==> config.mk <==
export PLATFORM = sky130hd
export DESIGN_NAME = frm_manager
export DESIGN_NICKNAME = d
export VERILOG_FILES = /design/src/rtl/frm_pkg.sv /design/src/rtl/frm_manager.sv /design/src/rtl/frm_cfg_reg.sv
export VERILOG_INCLUDE_DIRS = /design/src /design/src/rtl
export SDC_FILE = /design/constraint.sdc
export NUM_CORES = 1
export LEC_CHECK = 0
export BUFFER_PORTS_ARGS = -buffer_cell sky130_fd_sc_hd__buf_2
export CAP_MARGIN = 10
export CORE_ASPECT_RATIO = 1.5
export CORE_MARGIN = 2
export CORE_UTILIZATION = 58
export DETAILED_ROUTE_END_ITERATION = 8
export PLACE_DENSITY = 0.95
export SLEW_MARGIN = 20
export SYNTH_ARGS = -nofsm -noshare
export SYNTH_HDL_FRONTEND = slang
export SYNTH_SLANG_ARGS = --single-unit
export TNS_END_PERCENT = 50
==> constraint.sdc <==
create_clock -name clk_in -period 4.7 [get_ports clk_in]
set_input_delay 0.94 -clock clk_in [delete_from_list [all_inputs] [get_ports clk_in]]
set_output_delay 0.94 -clock clk_in [all_outputs]
set_load 0.01 [all_outputs]
==> src/rtl/frm_defs.svh <==
// Constants for the fault response manager: selects, fields, reset values, timing
`ifndef FRM_DEFS_SVH
`define FRM_DEFS_SVH

// ----------------------------------------------------------------
// Register selects on the command port
// ----------------------------------------------------------------
`define FRM_SEL_OT 3'h0
`define FRM_SEL_UT 3'h1
`define FRM_SEL_VIN_OV 3'h2
`define FRM_SEL_VIN_UV 3'h3
`define FRM_SEL_TON 3'h4
`define FRM_SEL_SUMMARY 3'h5
`define FRM_NUM_CFG 5

// ----------------------------------------------------------------
// Response configuration byte layout
// ----------------------------------------------------------------
`define FRM_ACT_MSB 7
`define FRM_ACT_LSB 6
`define FRM_RETRY_MSB 5
`define FRM_RETRY_LSB 3
`define FRM_CFG_WMASK 8'hf8
`define FRM_CFG_RST 8'h80

// ----------------------------------------------------------------
// Summary status bit positions
// ----------------------------------------------------------------
`define FRM_SB_BUSY 7
`define FRM_SB_OFF 6
`define FRM_SB_VOUT_OV 5
`define FRM_SB_IOUT_OC 4
`define FRM_SB_VIN_UV 3
`define FRM_SB_TEMP 2
`define FRM_SB_CML 1
`define FRM_SB_HIGH 0

// ----------------------------------------------------------------
// Timing
// ----------------------------------------------------------------
`define FRM_CLK_MHZ 10
`define FRM_RETRY_WAIT_US 100
`define FRM_RETRY_WAIT_CYC (`FRM_RETRY_WAIT_US * `FRM_CLK_MHZ)

`endif

==> src/rtl/frm_pkg.sv <==
// Types shared by the fault response manager files
package frm_pkg;

  // Converter-path and timeout fault events, one-cycle pulses
  typedef struct packed {
    logic ton_max;
    logic vin_uv;
    logic vin_ov;
    logic ut;
    logic ot;
  } frm_fault_t;

  // Sticky status flags held until clear-faults
  typedef struct packed {
    logic ot;
    logic ut;
    logic vin_ov;
    logic vin_uv;
    logic ton_max;
    logic vout_ov;
    logic cml;
    logic busy;
  } frm_sticky_t;

  // Channel control states
  typedef enum logic [2:0] {
    FRM_ST_OFF,
    FRM_ST_RUN,
    FRM_ST_SEQ_OFF,
    FRM_ST_RETRY,
    FRM_ST_LATCHED
  } frm_state_t;

endpackage : frm_pkg

==> src/rtl/frm_manager.sv <==
// Fault response, restart, latch and summary status logic for one channel
`timescale 1ns/1ps
`include "frm_defs.svh"

module frm_manager (
  input wire logic clk_in,
  input wire logic resetn_in,
  input wire frm_pkg::frm_fault_t fault_in,
  input wire logic vout_ov_fault_in,
  input wire logic cml_fault_in,
  input wire logic busy_in,
  input wire logic seq_off_mode_in,
  input wire logic [15:0] toff_delay_cyc_in,
  input wire logic [2:0] retry_limit_in,
  input wire logic op_on_in,
  input wire logic op_wr_in,
  input wire logic on_off_cfg_wr_in,
  input wire logic clear_faults_in,
  input wire logic channel_on_pin_in,
  input wire logic bias_sense_pin_in,
  input wire logic power_good_pin_in,
  input wire logic reg_wr_in,
  input wire logic [2:0] reg_sel_in,
  input wire logic [7:0] reg_wdata_in,
  output logic [7:0] reg_rdata_out,
  output logic chan_en_out,
  output logic fault_latched_out,
  output logic [15:0] status_word_out,
  output logic [7:0] status_input_out,
  output logic [7:0] status_temp_out,
  output logic [7:0] status_vout_out,
  output logic alert_out_n
);

  // ----------------------------------------------------------------
  // Declarations
  // ----------------------------------------------------------------
  logic [7:0] cfg [0:`FRM_NUM_CFG-1]; // Response configuration bytes
  logic [4:0] fault_vec; // Faults indexed like the selects
  logic [4:0] shut_vec; // Faults whose action asks for shutdown
  logic shut; // Any shutting fault this cycle
  logic [2:0] shut_retry; // Retry field of the winning fault
  logic [2:0] pin_s1; // First synchroniser stage
  logic [2:0] pin_s2; // Second synchroniser stage
  logic [2:0] pin_prev; // Previous synchronised value
  logic on_pin; // Synchronised channel control pin
  logic bias_ok; // Synchronised bias sense
  logic pg_ok; // Synchronised power good
  logic cmd_on; // Channel commanded on with bias
  logic release_latch; // Event that frees a latched fault
  frm_pkg::frm_state_t state; // Channel state
  frm_pkg::frm_state_t next_state;
  logic [15:0] cnt; // Turn-off or retry wait count
  logic [15:0] next_cnt;
  logic [2:0] attempts; // Restart attempts made
  logic [2:0] next_attempts;
  logic [2:0] retry_sel; // Retry field captured at shutdown
  logic [2:0] next_retry_sel;
  logic next_chan_en;
  frm_pkg::frm_sticky_t sticky; // Sticky status flags
  frm_pkg::frm_sticky_t next_sticky;
  logic [7:0] summary; // Summary status byte
  logic [15:0] next_word;
  logic [7:0] next_input;
  logic [7:0] next_temp;
  logic [7:0] next_vout;
  logic [7:0] next_rdata;
  logic next_alert_n;

  // ----------------------------------------------------------------
  // Response configuration bytes
  // ----------------------------------------------------------------
  // One register per response, all with the same layout
  for (genvar gi = 0; gi < `FRM_NUM_CFG; gi++) begin : g_cfg
    frm_cfg_reg #(
      .SEL(3'(gi))
    ) u_cfg (
      .clk_in(clk_in),
      .resetn_in(resetn_in),
      .wr_in(reg_wr_in),
      .sel_in(reg_sel_in),
      .wdata_in(reg_wdata_in),
      .cfg_out(cfg[gi])
    );
  end

  // ----------------------------------------------------------------
  // Pin synchronisers
  // ----------------------------------------------------------------
  // Two flops per pin, then one more for edge detection
  always_ff @(posedge clk_in) begin
    if (!resetn_in) begin
      pin_s1 <= 3'h0;
      pin_s2 <= 3'h0;
      pin_prev <= 3'h0;
    end else begin
      pin_s1 <= {power_good_pin_in, bias_sense_pin_in, channel_on_pin_in};
      pin_s2 <= pin_s1;
      pin_prev <= pin_s2;
    end
  end

  assign on_pin = pin_s2[0];
  assign bias_ok = pin_s2[1];
  assign pg_ok = pin_s2[2];
  assign cmd_on = on_pin && op_on_in && bias_ok;

  // Pin toggle, on/off commands or bias reapplied free the latch
  assign release_latch = (pin_s2[0] != pin_prev[0]) || op_wr_in ||
                         on_off_cfg_wr_in || (pin_s2[1] && !pin_prev[1]);

  // ----------------------------------------------------------------
  // Fault decode
  // ----------------------------------------------------------------
  // Faults act at once; no filtering stage in between
  assign fault_vec = {fault_in.ton_max, fault_in.vin_uv, fault_in.vin_ov,
                      fault_in.ut, fault_in.ot};

  // Pick shutting faults and the retry field of the lowest index
  always_comb begin
    shut_vec = 5'h00;
    shut_retry = 3'h0;
    for (int i = `FRM_NUM_CFG - 1; i >= 0; i--) begin
      // Action zero keeps running; any other value shuts down
      shut_vec[i] = fault_vec[i] && (cfg[i][`FRM_ACT_MSB:`FRM_ACT_LSB] != 2'b00);
      if (shut_vec[i]) begin
        shut_retry = cfg[i][`FRM_RETRY_MSB:`FRM_RETRY_LSB];
      end
    end
    shut = |shut_vec;
  end

  // ----------------------------------------------------------------
  // Channel state machine
  // ----------------------------------------------------------------
  // Next state, wait count, retry capture and restart attempts
  always_comb begin
    next_state = state;
    next_cnt = cnt;
    next_attempts = attempts;
    next_retry_sel = retry_sel;
    case (state)
      frm_pkg::FRM_ST_OFF: begin
        next_attempts = 3'h0;
        if (cmd_on) begin
          next_state = frm_pkg::FRM_ST_RUN;
        end
      end
      frm_pkg::FRM_ST_RUN: begin
        if (!cmd_on) begin
          // Commanded off or bias lost
          next_state = frm_pkg::FRM_ST_OFF;
        end else if (shut) begin
          next_retry_sel = shut_retry;
          if (seq_off_mode_in) begin
            // Sequence off after the turn-off delay
            next_state = frm_pkg::FRM_ST_SEQ_OFF;
            next_cnt = toff_delay_cyc_in;
          end else if (shut_retry != 3'h0 && attempts < retry_limit_in) begin
            next_state = frm_pkg::FRM_ST_RETRY;
            next_cnt = 16'(`FRM_RETRY_WAIT_CYC);
          end else begin
            // No retry left: stay off until released
            next_state = frm_pkg::FRM_ST_LATCHED;
          end
        end
      end
      frm_pkg::FRM_ST_SEQ_OFF: begin
        if (cnt != 16'h0000) begin
          next_cnt = cnt - 16'h0001;
        end else if (retry_sel != 3'h0 && attempts < retry_limit_in && cmd_on) begin
          next_state = frm_pkg::FRM_ST_RETRY;
          next_cnt = 16'(`FRM_RETRY_WAIT_CYC);
        end else begin
          next_state = frm_pkg::FRM_ST_LATCHED;
        end
      end
      frm_pkg::FRM_ST_RETRY: begin
        if (!cmd_on) begin
          // Commanded off or bias removed ends retrying
          next_state = frm_pkg::FRM_ST_OFF;
          next_attempts = 3'h0;
        end else if (shut) begin
          // Another fault ends retrying
          next_state = frm_pkg::FRM_ST_LATCHED;
        end else if (cnt == 16'h0000) begin
          next_state = frm_pkg::FRM_ST_RUN;
          next_attempts = attempts + 3'h1;
        end else begin
          next_cnt = cnt - 16'h0001;
        end
      end
      frm_pkg::FRM_ST_LATCHED: begin
        // Clear-faults has no say here
        if (release_latch) begin
          next_state = frm_pkg::FRM_ST_OFF;
          next_attempts = 3'h0;
        end
      end
      default: begin
        next_state = frm_pkg::FRM_ST_OFF;
      end
    endcase
    next_chan_en = (next_state == frm_pkg::FRM_ST_RUN) ||
                   (next_state == frm_pkg::FRM_ST_SEQ_OFF);
  end

  // Register the channel state
  always_ff @(posedge clk_in) begin
    if (!resetn_in) begin
      state <= frm_pkg::FRM_ST_OFF;
      cnt <= 16'h0000;
      attempts <= 3'h0;
      retry_sel <= 3'h0;
      chan_en_out <= 1'b0;
      fault_latched_out <= 1'b0;
    end else begin
      state <= next_state;
      cnt <= next_cnt;
      attempts <= next_attempts;
      retry_sel <= next_retry_sel;
      chan_en_out <= next_chan_en;
      fault_latched_out <= (next_state == frm_pkg::FRM_ST_LATCHED);
    end
  end

  // ----------------------------------------------------------------
  // Status flags and outputs
  // ----------------------------------------------------------------
  // Sticky flags: clear-faults wipes them, a new event wins
  always_comb begin
    next_sticky = sticky;
    if (clear_faults_in) begin
      next_sticky = '0;
    end
    next_sticky.ot = next_sticky.ot | fault_in.ot;
    next_sticky.ut = next_sticky.ut | fault_in.ut;
    next_sticky.vin_ov = next_sticky.vin_ov | fault_in.vin_ov;
    next_sticky.vin_uv = next_sticky.vin_uv | fault_in.vin_uv;
    next_sticky.ton_max = next_sticky.ton_max | fault_in.ton_max;
    next_sticky.vout_ov = next_sticky.vout_ov | vout_ov_fault_in;
    next_sticky.cml = next_sticky.cml | cml_fault_in;
    next_sticky.busy = next_sticky.busy | busy_in;
  end

  // Summary byte, shared by the read port and the status word
  always_comb begin
    summary = 8'h00;
    summary[`FRM_SB_BUSY] = sticky.busy;
    summary[`FRM_SB_OFF] = !chan_en_out;
    summary[`FRM_SB_VOUT_OV] = sticky.vout_ov;
    summary[`FRM_SB_IOUT_OC] = 1'b0;
    summary[`FRM_SB_VIN_UV] = sticky.vin_uv;
    summary[`FRM_SB_TEMP] = sticky.ot | sticky.ut;
    summary[`FRM_SB_CML] = sticky.cml;
    // Faults outside bits 7..1, or power not good
    summary[`FRM_SB_HIGH] = sticky.ton_max | sticky.vin_ov | !pg_ok;
  end

  // Detailed status bytes, status word, read data and alert
  always_comb begin
    next_word = {sticky.ton_max | sticky.vout_ov, 1'b0,
                 sticky.vin_ov | sticky.vin_uv, 1'b0, !pg_ok, 3'h0,
                 summary};
    next_input = {sticky.vin_ov, 2'b00, sticky.vin_uv,
                  sticky.vin_uv & !chan_en_out, 3'h0};
    next_temp = {sticky.ot, 2'b00, sticky.ut, 4'h0};
    next_vout = {sticky.vout_ov, 4'h0, sticky.ton_max, 2'b00};
    next_alert_n = !(|next_sticky);
    case (reg_sel_in)
      `FRM_SEL_OT: next_rdata = cfg[`FRM_SEL_OT];
      `FRM_SEL_UT: next_rdata = cfg[`FRM_SEL_UT];
      `FRM_SEL_VIN_OV: next_rdata = cfg[`FRM_SEL_VIN_OV];
      `FRM_SEL_VIN_UV: next_rdata = cfg[`FRM_SEL_VIN_UV];
      `FRM_SEL_TON: next_rdata = cfg[`FRM_SEL_TON];
      `FRM_SEL_SUMMARY: next_rdata = summary;
      default: next_rdata = 8'h00;
    endcase
  end

  // Register status and outputs
  always_ff @(posedge clk_in) begin
    if (!resetn_in) begin
      sticky <= '0;
      status_word_out <= 16'h0000;
      status_input_out <= 8'h00;
      status_temp_out <= 8'h00;
      status_vout_out <= 8'h00;
      reg_rdata_out <= 8'h00;
      alert_out_n <= 1'b1;
    end else begin
      sticky <= next_sticky;
      status_word_out <= next_word;
      status_input_out <= next_input;
      status_temp_out <= next_temp;
      status_vout_out <= next_vout;
      reg_rdata_out <= next_rdata;
      alert_out_n <= next_alert_n;
    end
  end

endmodule : frm_manager

==> src/rtl/frm_cfg_reg.sv <==
// One fault response configuration byte with its own write decode
`timescale 1ns/1ps
`include "frm_defs.svh"

module frm_cfg_reg #(
  parameter logic [2:0] SEL = 3'h0
) (
  input wire logic clk_in,
  input wire logic resetn_in,
  input wire logic wr_in,
  input wire logic [2:0] sel_in,
  input wire logic [7:0] wdata_in,
  output logic [7:0] cfg_out
);

  logic [7:0] next_cfg; // Next configuration value

  // ----------------------------------------------------------------
  // Write decode
  // ----------------------------------------------------------------
  always_comb begin
    next_cfg = cfg_out;
    if (wr_in && (sel_in == SEL)) begin
      // Delay field always stays zero
      next_cfg = wdata_in & `FRM_CFG_WMASK;
    end
  end

  // Register the byte
  always_ff @(posedge clk_in) begin
    if (!resetn_in) begin
      cfg_out <= `FRM_CFG_RST;
    end else begin
      cfg_out <= next_cfg;
    end
  end

endmodule : frm_cfg_reg

==> impl_metrics.env <==
export IMPL_status="completed"
export IMPL_cts_tree="built"
export IMPL_antenna_left=0
export IMPL_fin_worst_skew_ns=0.01193
export IMPL_layout_drive_gt1_share_pct=18.39
export IMPL_critPathSlowestCell="a21oi_4"
export IMPL_synth_top_cell_area_share_pct=42.67
export IMPL_hold_buffers=0
export IMPL_viasPerCell=5.761
export IMPL_vias=3802
export IMPL_r2r_end="chan_en_out"
export IMPL_crit_path_start="cnt[0]"
export IMPL_rsz0062_at_grt="false"
export IMPL_crit_required_ns=4.97
export IMPL_worst_pin_slew_ns=1.049
export IMPL_power_leakage_nw=2.163
export IMPL_rr_worst_depth=9
export IMPL_core_area_mm2=0.007227
export IMPL_cp_slowest_stage_delay_ns=0.66
export IMPL_io_buffers=73
export IMPL_gp_congestion=0.9573
export IMPL_htree_levels=3
export IMPL_synth_top_cell_by_area="dfxtp_1"
export IMPL_critPathKind="reg2reg"
export IMPL_hold_viol=0
export IMPL_synth_warnings=0
export IMPL_drt_total_wl_mm=10.38
export IMPL_slew_headroom_pct=29.54
export IMPL_ys_ff_latch=92
export IMPL_worstPathCellList="inv_1, ha_1, or3b_2, nor2b_1, and2_1, a2bb2oi_1, a21oi_4, nor3b_1, mux2_2"
export IMPL_hold_path_class="reg2reg"
export IMPL_worstSkewPairLatency_ns=0.37
export IMPL_n_fill_cell=587
export IMPL_cts_root_buf="clkbuf_8"
export IMPL_cts_repair_resized=0
export IMPL_fin_util_pct=66.62
export IMPL_critPathCapture="chan_en_out"
export IMPL_fin_tns_setup_ns=0
export IMPL_path_max_fanout=33
export IMPL_track_usage_pct=26.03
export IMPL_grt_overflow_total=0
export IMPL_irDropWorstVdd_v=0.0002925
export IMPL_r2r_slack_ns=1.52
export IMPL_rows=38
export IMPL_max_freq_mhz=314.0
export IMPL_ys_async_sr_fraction_pct=0
export IMPL_route_detailed_drc=0
export IMPL_cp_end_kind="register"
export IMPL_synth_avg_cell_area_um2=8.756
export IMPL_holdPathStages=1
export IMPL_clkSinkCount=92
export IMPL_fin_crit_sh_pct=67.76
export IMPL_setup_ws_ns=1.515
export IMPL_dp_hpwl_mm=7.643
export IMPL_netlist_instances=493
export IMPL_finalSetupViolCount=0
export IMPL_wl_per_cell_um=15.72
export IMPL_antenna_found_initial=0
export IMPL_yosysSeqAreaShare_pct=42.67
export IMPL_area_growth_pct=11.54
export IMPL_grt_pass1_wl_mm=16.40
export IMPL_nets=608
export IMPL_timing_max_cap_violations=0
export IMPL_ys_top_cells_by_area="dfxtp_1, mux2i_1, nor2_1"
export IMPL_grt_pass1_vias=3612
export IMPL_n_antenna_cell=0
export IMPL_start_util_pct=59.73
export IMPL_die_h_um=109.7
export IMPL_cts_made_buffers=9
export IMPL_critPathArrivalTime_ns=3.45
export IMPL_ios=100
export IMPL_drtPass1Iterations=4
export IMPL_synth_cell_types=60
export IMPL_ys_flop_type="dfxtp_1"
export IMPL_synth_edff_count=0
export IMPL_r2r_start="cnt[0]"
export IMPL_grt_max_degree=41
export IMPL_die_w_um=74.44
export IMPL_fp_dieArea_mm2=0.008163
export IMPL_clk_pin_slew_worst_paths_ns=0.09
export IMPL_powerDensity_mw_per_mm2=303.2
export IMPL_final_max_slew_violation_count=0
export IMPL_dpl_worst_slack_ns=1.244
export IMPL_layout_min_cycle_time_ns=3.185
export IMPL_post_cts_setup_buffers=0
export IMPL_cp_start_kind="register"
export IMPL_cts_path_max_buffers=2
export IMPL_syn_cell_area_mm2=0.004317
export IMPL_drt_iter0_drc=295
critical path, delay by kind of cell (launching register included):
family | cells | cell delay, ns
simple gates | 4 | 1.31
compound gates | 2 | 0.81
flops | 1 | 0.33
mux | 1 | 0.30
fa+ha+maj | 1 | 0.24
buf+inv | 1 | 0.10
power breakdown:
group	total (mW)	switching, mW	internal (mW)
Clock	0.507	0.292	0.215
Sequential	0.814	0.0130	0.801
Combinational	0.139	0.0868	0.0523
cell families (layout without fill, tap and decap cells):
group	after synthesis	after routing	synth area share [%]
fa+ha+maj	4	4	1.159
simple gates	177	177	19.74
compound gates	114	114	18.41
xor+xnor	4	4	0.8117
buf+inv	63	108	8.000
mux	38	38	9.130
flops	92	92	42.67
other cells	1	23	0.08687
cells in the final DEF, fill, tap and decap left out, types with 10 or more instances in the layout:
cell type / instances
dfxtp_1: 92
nor2_1: 73
buf_2: 73
mux2i_1: 36
a21oi_1: 34
nand2_1: 31
conb_1: 23
inv_1: 18
o21ai_0: 15
and2_1: 14
clkbuf_8: 10
state kept, by name, summed over array words and instances (netlist names), 2 cells and up:
name                 cells
next_input               2
attempts                 3
pin_s2                   3
g_cfg.u_cfg.cfg_out     25
state                    3
status_input_out         2
status_temp_out          2
next_word                2
pin_s1                   3
cnt                     16
next_temp                2
pin_prev                 2
reg_rdata_out            8
next_vout                2
retry_sel                3
status_word_out         10
cell usage after synthesis, types with 8 or more instances:
library cell  count
mux2i_1          36
dfxtp_1          92
nand3_1           8
clkbuf_1         13
o31ai_1           8
and2_1           14
buf_4            26
inv_1            18
nor2_1           73
a21oi_1          34
nand2_1          31
o21ai_0          15
cell type report:
type | instances | area (um2) | share of cell area (%)
Clock inverter | 6 | 52.55 | 1.091
Inverter | 18 | 67.56 | 1.403
Multi-Input combinational cell | 360 | 2217 | 46.05
Timing Repair Buffer | 74 | 372.9 | 7.744
Clock buffer | 10 | 137.6 | 2.859
Tap cell | 100 | 125.1 | 2.599
Sequential cell | 92 | 1842 | 38.25
stage by stage:
step                      area, um2  hold slack (ns)  std cells  total power, mW
after floorplan                4399           0.4057        515           0.9279
after global placement         4619           0.4071        644           0.9634
after detailed placement       4619           0.4187        644           0.9684
after CTS                      4810           0.4344        660            1.465
after global routing           4815           0.4642        660            1.515
final                          4815           0.4366        660            1.460
how the worst min path moves through the flow:
stage,startpoint,end,slack (ns)
after global routing,pin_s1[2],pin_s2[2],0.46
after global placement,pin_s1[2],pin_s2[2],0.41
after CTS,pin_s1[2],pin_s2[2],0.43
after floorplan,pin_s1[2],pin_s2[2],0.41
after detailed placement,pin_s1[2],pin_s2[2],0.42
final,pin_s1[2],pin_s2[2],0.44
per-layer routing:
metal  GRT usage (%)  share of wire (%)  vias up
met3           4.950                4.5       27
met5               0                  0        -
li1                -                  -     1834
met1           28.32                 39     1811
met4           13.52                3.1        0
met2           46.65                 54      130
No activity file was read; power rests on OpenSTA's default activity.
